### config.mk
export PLATFORM = sky130hd
export DESIGN_NAME = asf_status_flags
export DESIGN_NICKNAME = d
export VERILOG_FILES = /design/src/asf_pkg.sv /design/src/asf_flag_reg.sv /design/src/asf_status_flags.sv
export VERILOG_INCLUDE_DIRS = /design/src
export SDC_FILE = /design/constraint.sdc
export NUM_CORES = 1
export LEC_CHECK = 0
export BUFFER_PORTS_ARGS = -buffer_cell sky130_fd_sc_hd__buf_4
export CAP_MARGIN = 5
export CORE_UTILIZATION = 28
export DETAILED_ROUTE_END_ITERATION = 8
export PLACE_DENSITY = 0.46
export SETUP_SLACK_MARGIN = 0.3
export SYNTH_ARGS = -nofsm -noshare
export SYNTH_HDL_FRONTEND = slang
export SYNTH_SLANG_ARGS = --single-unit
### constraint.sdc
create_clock -name clk_sys -period 2.69 [get_ports clk_sys]
set_input_delay 0.1345 -clock clk_sys [delete_from_list [all_inputs] [get_ports clk_sys]]
set_output_delay 0.1345 -clock clk_sys [all_outputs]
set_load 0.02 [all_outputs]
### src/asf_map.svh
// constants for the alu status flag block: field positions, codes, offsets
// assumes inclusion by bare name from the design files
`ifndef ASF_MAP_SVH
`define ASF_MAP_SVH

// ****************************************************************
// status register field positions
// ****************************************************************
`define ASF_BIT_C 3'd0
`define ASF_BIT_DC 3'd1
`define ASF_BIT_Z 3'd2
`define ASF_BIT_OV 3'd3
`define ASF_BIT_N 3'd4
`define ASF_FLAG_MASK 8'h1F
`define ASF_RESET_VAL 8'h00

// ****************************************************************
// register port offsets
// ****************************************************************
`define ASF_OFF_FLAGS 4'h0
`define ASF_OFF_IRQ_STAT 4'h1
`define ASF_OFF_IRQ_MASK 4'h2
`define ASF_OFF_LAST_RES 4'h3

// ****************************************************************
// alu operation codes
// ****************************************************************
`define ASF_OP_PASS 3'h0
`define ASF_OP_ADD 3'h1
`define ASF_OP_SUB 3'h2
`define ASF_OP_RRC 3'h3
`define ASF_OP_RLC 3'h4
`define ASF_OP_AND 3'h5
`define ASF_OP_OR 3'h6
`define ASF_OP_XOR 3'h7

// interrupt status bits: carry, overflow, zero events
`define ASF_IRQ_W 3
`define ASF_IRQ_C 2'd0
`define ASF_IRQ_OV 2'd1
`define ASF_IRQ_Z 2'd2

`endif

### src/asf_pkg.sv
// types shared by the alu status flag block
// repeats the map header operation codes as literal values
package asf_pkg;
  typedef enum logic [2:0] {
    ASF_PASS = 3'b000,
    ASF_ADD = 3'b001,
    ASF_SUB = 3'b010,
    ASF_RRC = 3'b011,
    ASF_RLC = 3'b100,
    ASF_AND = 3'b101,
    ASF_OR = 3'b110,
    ASF_XOR = 3'b111
  } asf_op_t;
endpackage : asf_pkg

### src/asf_flag_reg.sv
// flag holding register with per-bit update enables
// assumes synchronous reset and a single clock
`timescale 1ns/1ps
`default_nettype none
module asf_flag_reg #(
  parameter int W = 8
) (
  input wire logic clk_sys, // core clock
  input wire logic sys_rst, // sync reset, high
  input wire logic [W-1:0] rst_val, // value after reset
  input wire logic [W-1:0] wr_en, // per-bit load enable
  input wire logic [W-1:0] wr_val, // per-bit load value
  output logic [W-1:0] q // held value
);
  logic [W-1:0] q_q;
  logic [W-1:0] q_d;

  // untouched bits keep their old value
  assign q_d = (wr_en & wr_val) | (~wr_en & q_q);
  assign q = q_q;

  always_ff @(posedge clk_sys) begin
    if (sys_rst) begin
      q_q <= rst_val;
    end else begin
      q_q <= q_d;
    end
  end

  if (W < 5) begin : g_w_chk
    $error("flag register narrower than five flags");
  end
endmodule : asf_flag_reg
`default_nettype wire

### src/asf_status_flags.sv
// alu with status flag generation, flag register and register port
// assumes decoder strobes are synchronous to clk_sys and one cycle long
`timescale 1ns/1ps
`default_nettype none
`include "asf_map.svh"
module asf_status_flags #(
  parameter int DW = 8
) (
  input wire logic clk_sys, // core clock, 200 MHz
  input wire logic sys_rst, // sync reset, high
  input wire logic exec_vld, // one instruction executes now
  input wire asf_pkg::asf_op_t exec_op, // alu operation
  input wire logic [DW-1:0] exec_a, // first operand (file/literal)
  input wire logic [DW-1:0] exec_b, // second operand (w)
  input wire logic [4:0] exec_flag_en, // flags this instruction affects
  input wire logic exec_dst_status, // result targets the flag register
  output logic [DW-1:0] exec_res, // registered alu result
  output logic exec_res_vld, // result valid, pulse
  input wire logic [3:0] reg_addr, // register port address
  input wire logic [7:0] reg_wdata, // register write data
  input wire logic reg_wr, // write strobe
  input wire logic reg_rd, // read strobe
  output logic [7:0] reg_rdata, // read data, cycle after strobe
  output logic [7:0] alu_flags, // current flag register
  output logic irq // level interrupt
);

  // ****************************************************************
  // alu arithmetic
  // ****************************************************************
  function automatic logic [DW:0] add_c(input logic [DW-1:0] x,
                                        input logic [DW-1:0] y,
                                        input logic ci);
    add_c = {1'b0, x} + {1'b0, y} + {{DW{1'b0}}, ci};
  endfunction : add_c

  function automatic logic [4:0] add_nib(input logic [3:0] x,
                                         input logic [3:0] y,
                                         input logic ci);
    add_nib = {1'b0, x} + {1'b0, y} + {4'h0, ci};
  endfunction : add_nib

  logic [DW-1:0] flags_q;
  wire is_sub = (exec_op == asf_pkg::ASF_SUB);
  wire is_add = (exec_op == asf_pkg::ASF_ADD);
  wire is_arith = is_add | is_sub;
  // subtract adds the inverted operand plus one, so carry = no borrow
  wire [DW-1:0] opnd_b = is_sub ? ~exec_b : exec_b;
  wire carry_in = is_sub;
  wire [DW:0] sum = add_c(exec_a, opnd_b, carry_in);
  wire [4:0] nib = add_nib(exec_a[3:0], opnd_b[3:0], carry_in);
  wire old_c = flags_q[`ASF_BIT_C];
  wire [DW-1:0] rrc_res = {old_c, exec_a[DW-1:1]};
  wire [DW-1:0] rlc_res = {exec_a[DW-2:0], old_c};

  logic [DW-1:0] res;
  always_comb begin
    unique case (exec_op)
      asf_pkg::ASF_PASS: res = exec_a;
      asf_pkg::ASF_ADD: res = sum[DW-1:0];
      asf_pkg::ASF_SUB: res = sum[DW-1:0];
      asf_pkg::ASF_RRC: res = rrc_res;
      asf_pkg::ASF_RLC: res = rlc_res;
      asf_pkg::ASF_AND: res = exec_a & exec_b;
      asf_pkg::ASF_OR: res = exec_a | exec_b;
      asf_pkg::ASF_XOR: res = exec_a ^ exec_b;
    endcase
  end

  // ****************************************************************
  // flag generation
  // ****************************************************************
  wire f_n = res[DW-1];
  // sign changed wrongly: operands agree in sign, result does not
  wire f_ov = is_arith & (exec_a[DW-1] == opnd_b[DW-1])
              & (res[DW-1] != exec_a[DW-1]);
  wire f_z = (res == '0);
  // on subtract these are inverted borrows, straight from the adder
  wire f_dc = nib[4];
  logic f_c;
  always_comb begin
    unique case (exec_op)
      asf_pkg::ASF_RRC: f_c = exec_a[0];
      asf_pkg::ASF_RLC: f_c = exec_a[DW-1];
      default: f_c = sum[DW];
    endcase
  end

  wire [DW-1:0] new_flags = {{(DW-5){1'b0}}, f_n, f_ov, f_z, f_dc, f_c};
  // half carry only meaningful for add and subtract
  wire [4:0] en5 = exec_flag_en
                   & {3'b111, is_arith, 1'b1};
  wire [DW-1:0] flag_upd = exec_vld ? {{(DW-5){1'b0}}, en5} : '0;

  // ****************************************************************
  // flag register write paths
  // ****************************************************************
  // data write to the flag register: alu result or register port
  wire dst_wr = exec_vld & exec_dst_status;
  wire port_wr = reg_wr & (reg_addr == `ASF_OFF_FLAGS);
  wire [DW-1:0] data_val = dst_wr ? res : DW'(reg_wdata);
  wire [DW-1:0] impl_mask = {{(DW-5){1'b0}}, 5'h1F};
  wire [DW-1:0] data_en = (dst_wr | port_wr) ? impl_mask : '0;
  // flag logic wins over a data write on the bits it updates
  wire [DW-1:0] wr_en = flag_upd | data_en;
  wire [DW-1:0] wr_val = (flag_upd & new_flags)
                        | (~flag_upd & data_val);

  asf_flag_reg #(
    .W(DW)
  ) u_flags (
    .clk_sys(clk_sys),
    .sys_rst(sys_rst),
    .rst_val(DW'(`ASF_RESET_VAL)),
    .wr_en(wr_en),
    .wr_val(wr_val),
    .q(flags_q)
  );
  assign alu_flags = flags_q[7:0];

  // ****************************************************************
  // result register
  // ****************************************************************
  logic [DW-1:0] res_q;
  logic res_vld_q;
  always_ff @(posedge clk_sys) begin
    if (sys_rst) begin
      res_q <= '0;
      res_vld_q <= 1'b0;
    end else begin
      res_vld_q <= exec_vld;
      if (exec_vld) begin
        res_q <= res;
      end
    end
  end
  assign exec_res = res_q;
  assign exec_res_vld = res_vld_q;

  // ****************************************************************
  // interrupt status and mask
  // ****************************************************************
  logic [2:0] ist_q;
  logic [2:0] imask_q;
  wire [2:0] ev = {3{exec_vld}} & {f_z & en5[2],
                                   f_ov & en5[3],
                                   f_c & en5[0]};
  wire ist_rd = reg_rd & (reg_addr == `ASF_OFF_IRQ_STAT);
  // a new event wins over the read that clears
  wire [2:0] ist_d = ev | (ist_rd ? 3'b000 : ist_q);
  wire mask_wr = reg_wr & (reg_addr == `ASF_OFF_IRQ_MASK);

  always_ff @(posedge clk_sys) begin
    if (sys_rst) begin
      ist_q <= 3'b000;
      imask_q <= 3'b000;
    end else begin
      ist_q <= ist_d;
      if (mask_wr) begin
        imask_q <= reg_wdata[2:0];
      end
    end
  end
  assign irq = |(ist_q & imask_q);

  // ****************************************************************
  // register read port
  // ****************************************************************
  logic [7:0] rd_mux;
  always_comb begin
    unique case (reg_addr)
      `ASF_OFF_FLAGS: rd_mux = flags_q[7:0] & `ASF_FLAG_MASK;
      `ASF_OFF_IRQ_STAT: rd_mux = {5'h00, ist_q};
      `ASF_OFF_IRQ_MASK: rd_mux = {5'h00, imask_q};
      `ASF_OFF_LAST_RES: rd_mux = res_q[7:0];
      default: rd_mux = 8'h00;
    endcase
  end

  logic [7:0] rdata_q;
  always_ff @(posedge clk_sys) begin
    if (sys_rst) begin
      rdata_q <= 8'h00;
    end else begin
      rdata_q <= reg_rd ? rd_mux : 8'h00;
    end
  end
  assign reg_rdata = rdata_q;

  if (DW != 8) begin : g_dw_chk
    $error("only an 8-bit datapath is supported");
  end
endmodule : asf_status_flags
`default_nettype wire

# [Yosys cells after proc, flatten, opt, wreduce, memory -nomap -nowiden]
# Index checks and enable logic that the tools add are counted.
[totals] regBits=31 latch_bits=0 mem_bits_rw=0 romBits=0 inputBits=42 memories=0
[op_classes] add_sub_neg=4 multipliers=0 div=0 order_cmp=0 eq_ne=12 n_shift=0 n_mux=8 n_bitwise=29 n_reduce_logical=6
[ops] op="one-hot mux 8 bit (7 select lines)" n=1
[ops] op="one-hot mux 8 bit (4 select lines)" n=1
[ops] op="AND 8 bit" n=3
[ops] op="2-to-1 mux 8 bit" n=2
[ops] op="NOT 5 -> 8 bit" n=2
[ops] op="bitwise OR 8 bit" n=2
[ops] op="equality test 3 bit, second input constant" n=4
[ops] op="AND 5 bit" n=2
[ops] op="2-to-1 mux 5 bit" n=2
[ops] op="adder 8 x 8 -> 9 bit" n=1
[ops] op="adder 9 x 1 -> 9 bit" n=1
[ops] op="AND 1 bit" n=9
[ops] op="AND 5 x 8 -> 8 bit" n=1
[ops] op="equality test 4 x 2 -> 1 bit, second input constant" n=2
[ops] op="logical NOT 8 bit" n=1
[ops] op="NOT 8 bit" n=1
[ops] op="bitwise OR 5 x 8 -> 8 bit" n=1
[ops] op="XOR 8 bit" n=1
[ops] op="AND 3 bit" n=2
[ops] op="equality test 3 x 2 -> 1 bit, second input constant" n=2
[ops] op="adder 4 x 4 -> 5 bit" n=1
[ops] op="adder 5 x 1 -> 5 bit" n=1
[ops] op="bitwise OR 5 bit" n=1
[ops] op="equality test 4 x 1 -> 1 bit, second input constant" n=1
[ops] op="other kinds (12)" n=14

# [Longest topological paths before layout]
[logic_depth] ltp_word=11 ltp_mapped=11 depth_no_buf=10

# [Cells and area by module]
# From an unflattened synthesis, not the netlist that was laid out.
[unflattened] cells_unflattened=349 hier_area_um2=2824.0
[by_module_without_submodules] mod="asf_status_flags" n_inst=1 cells_each=307 area_each_um2=2414.8
[by_module_without_submodules] mod="asf_flag_reg" n_inst=1 cells_each=42 area_each_um2=409.1

# [Worst setup path before layout]
# No wires, ideal clock.
[synth_timing] path_kind="input to register" from="in exec_op[2]" to="reg (tool-made name)" setup_time_ns=0.119 arrival_time_ns=2.540 required_ns=2.571 setup_slack_ns=0.031 path_stages=10 path_buffers=1 path_cell_list="buf_2 > or4b_2 > and2_1 > fa_1 > nand2b_1 > o2bb2ai_1 > a41o_1 > o32ai_1 > nor2_1 > o221a_2"
[synth_lines] element="from (decl)" line_no="asf_status_flags.sv:12" source="input wire asf_pkg::asf_op_t exec_op,"

# [Final worst setup path]
[layout_timing] from="in exec_op[2]" to="reg ist_q[2]"
[layout_via] elab_chain_cells=9 elab_cells_between_ends=17 cone_classes="add/sub: 2; eq/ne: 7; mux: 2; bitwise: 3; reduce/logical: 3"
[layout_rtl] element="equality test 3 x 2 -> 1 bit" line_no="asf_status_flags.sv:44, asf_status_flags.sv:58"
[layout_rtl] element="2-to-1 mux 8 bit" line_no="asf_status_flags.sv:48" source="wire [DW-1:0] opnd_b = is_sub ? ~exec_b : exec_b;"
[layout_rtl] element="adder 8 x 8 -> 9 bit" line_no="asf_status_flags.sv:34" source="add_c = {1'b0, x} + {1'b0, y} + {{DW{1'b0}}, ci};"
[layout_rtl] element="adder 9 x 1 -> 9 bit" line_no="asf_status_flags.sv:34"
[layout_rtl] element="one-hot mux 8 bit (7 select lines) *" line_no="asf_status_flags.sv:58" source="unique case (exec_op)"
[layout_rtl] element="logical NOT 8 bit *" line_no="asf_status_flags.sv:77" source="wire f_z = (res == '0);"
[layout_rtl] element="AND 1 bit *" line_no="asf_status_flags.sv:145" source="wire [2:0] ev = {3{exec_vld}} & {f_z & en5[2],"
[layout_rtl] element="AND 3 bit *" line_no="asf_status_flags.sv:145"
[layout_rtl] element="bitwise OR 3 bit *" line_no="asf_status_flags.sv:150" source="wire [2:0] ist_d = ev | (ist_rd ? 3'b000 : ist_q);"
[layout_rtl] element="to (signal assigned)" line_no="asf_status_flags.sv:158" source="ist_q <= ist_d;"
[layout_rtl] element="to (decl)" line_no="asf_status_flags.sv:143" source="logic [2:0] ist_q;"
# Every way passes the cells marked *; elsewhere a longest branch is shown, timed or not.
# A chain may end at the register's enable or synchronous reset.

==> flow_summary.ini <==
[synth]
syn_area_um2 = 2580
synth_edf_count = 0
synth.area.mux_share_pct = 10.1
synthXorXnorAreaFrac_pct = 3.73
synthDistinctLibCells = 62
synthSimpleGateAreaFrac_pct = 19.7
async_reset_ff_share_pct = 0
synth_compound_area_share_pct = 23.5
yosysSeqAreaShare_pct = 21.7
yosys.area.top_type = dfxtp_1
yosys-top-cells-count = dfxtp_1 (28), inv_1 (27), ha_1 (25), nor2_1 (25), nand2_1 (23)
synth_ff_type = dfxtp_1
netlist_top_cells_area = dfxtp_1 (22%), ha_1 (12%), mux2i_1 (4.3%)
ys_ff_latch = 28
syn-instance-count = 312
yosysWarnings = 0
synth_top_family_by_area = compound AO/OA/AOI/OAI gates
syn_area_per_cell_um2 = 8.28
synth_top_area_share_pct = 21.7
synth_fa_ha_area_share_pct = 13.3
synth.most_common_cell = dfxtp_1

[detailed_routing]
viasPerCell = 5.08
drtAntennaViolNets = 0
routed_wl_um = 7510
routedWlPerCell_um = 15.3
drc = 8
first_pass_iters = 9
highest_layer = met4
wl_met2_um = 3710
first_iter_violations = 88
met3_wirelength_um = 287
num_vias = 2490
wl_met1_um = 3450

[place]
dp_hpwl_um = 6180
place_congestion = 0.806
io_buffers = 61
post-place-ws_ns = -0.0207
placed_cells = 486

[power_and_ir_drop]
p_per_area_nw_per_um2 = 355
finalPower_mw = 1.22
vdd_drop_max_uv = 143
p_leak_nw = 1.57

[die]
start_util_pct = 29.3
die_w_um = 98.0
coreArea_um2 = 8810
rows = 34
io_pins = 68
die-area_um2 = 9610
fp.dieH_um = 98.0

[timing]
finalHoldViolCount = 0
tightest_slew_ns = 0.553
slew_violations = 0
layout_min_cycle_time_ns = 2.38
hold_slack_ns = 0.113
fin_worst_skew_ns = 0.00634
setup_tns_ns = 0
relSlewSlack_pct = 63.0
timing.fmax_ghz = 0.420
setup_viol_count_final = 0
period_share_pct = 88.5
fin_ws_ns = 0.308
rsz0062_at_grt = true

[critical_path]
cp_top_family = compound AO/OA/AOI/OAI gates
crit_required_ns = 2.84
startpoint = exec_op[2]
cp.arrival_ns = 2.54
crit_buf_inv = 2
slowest_delay_ns = 0.33
cp_max_fo = 4
crit_slowest_cell = mux2_4
crit_type = in2reg
path_cells = buf_8 > nor3b_4 > buf_6 > xnor2_4 > ha_4 > and3b_2 > a221oi_4 > o31a_1 > mux2_4 > o2111ai_1 > o21ai_1
cp-start-kind = input pin
cp-end-kind = register
rr_worst_depth = 6
path_depth = 11

[cts]
cts_buffers = 3
clkTransAtPathRegs_ns = 0.08
cts_sinks = 28
clockBufferDepth = 2
cts_tree = yes
clockRootBuffer = clkbuf_8
clock_latency_ns = 0.27
h-tree-depth = 1

[worst_hold_path]
hold_class = in2reg
worstHoldStart = reg_wdata[1]
whs_path_depth = 3

[status]
violations = design-rule violations
outcome = finished with violations

[grt]
grt_max_degree = 33
grt_pass1_vias = 2357
grt_first_pass_wirelength_um = 11900
overflow = 0
grt_usage_pct = 15.3
antenna_found_initial = 0

[finish]
n_antenna_cell = 0
layout.nets = 452
fill_cells = 911
syn_to_final_growth_pct = 32.9
drive_above_1_share_pct = 30.9
fin_cells = 490

[flow_run]
cap_violations = 0
## power breakdown
part / leakage (nW) / internal [mW] / switching (mW)
combinational: 1.32 / 0.264 / 0.278
clock: 0.0216 / 0.101 / 0.123
sequential: 0.229 / 0.435 / 0.0170
total: 1.57 / 0.800 / 0.418
## layout by cell type, fill, tap and decap left out, drive strengths merged, types with 7 or more instances in the layout
master	count
buf	84
dfxtp	28
inv	27
nor2	25
ha	25
nand2	23
a21oi	19
mux2i	11
o21ai	11
xnor2	10
nor2b	9
a211oi	8
nand3	7
and2	7
## through the flow
stage                     util (%)  area (um2)
after global routing          39.0        3430
after floorplan                  -        2660
after CTS                     38.2        3360
after global placement        37.6        3310
after detailed placement      37.6        3310
final                         39.0        3430
## worst paths after layout
check	endpoint	slack, ns
setup / recovery	ist_q[2]	0.31
hold / removal	imask_q[1]	0.11
setup reg to reg	ist_q[2]	1.03
hold reg to reg	reg_rdata[4]	0.49
## worst register-to-register path, stage by stage, from the launching register on
cell,delay [ns]
dfxtp_1,0.43
nand3b_1,0.10
o21ai_0,0.16
a211oi_1,0.13
mux2_4,0.30
o2111ai_1,0.31
o21ai_1,0.11
## final cells by class
class                           count  area (um2)  area share [%]
Inverter                           27         101            2.95
Clock buffer                        3        41.3            1.20
Timing Repair Buffer               84         649            18.9
Multi-Input combinational cell    240        1950            56.7
Tap cell                          108         135            3.94
Sequential cell                    28         561            16.3
## metal layers
metal,up-vias,track usage (%)
met5,-,0
met4,0,2.91
met3,7,1.50
met2,56,28.1
met1,1162,19.4
li1,1265,-
## cell families after synthesis
family	after synthesis
flip-flops	28
adder cells (fa/ha/maj)	27
multiplexers	19
AO/OA/AOI/OAI	83
AND/OR/NAND/NOR	97
XOR/XNOR	11
other	1
buffers and inverters	46
## repair_timing
item                       4_1_cts  5_1_grt
pin swaps                        2        9
hold buffers                     0        0
setup endpoints to repair        3        8
gates resized for setup          0       13
setup buffers                    1        0
No activity file was read; power rests on OpenSTA's default activity.
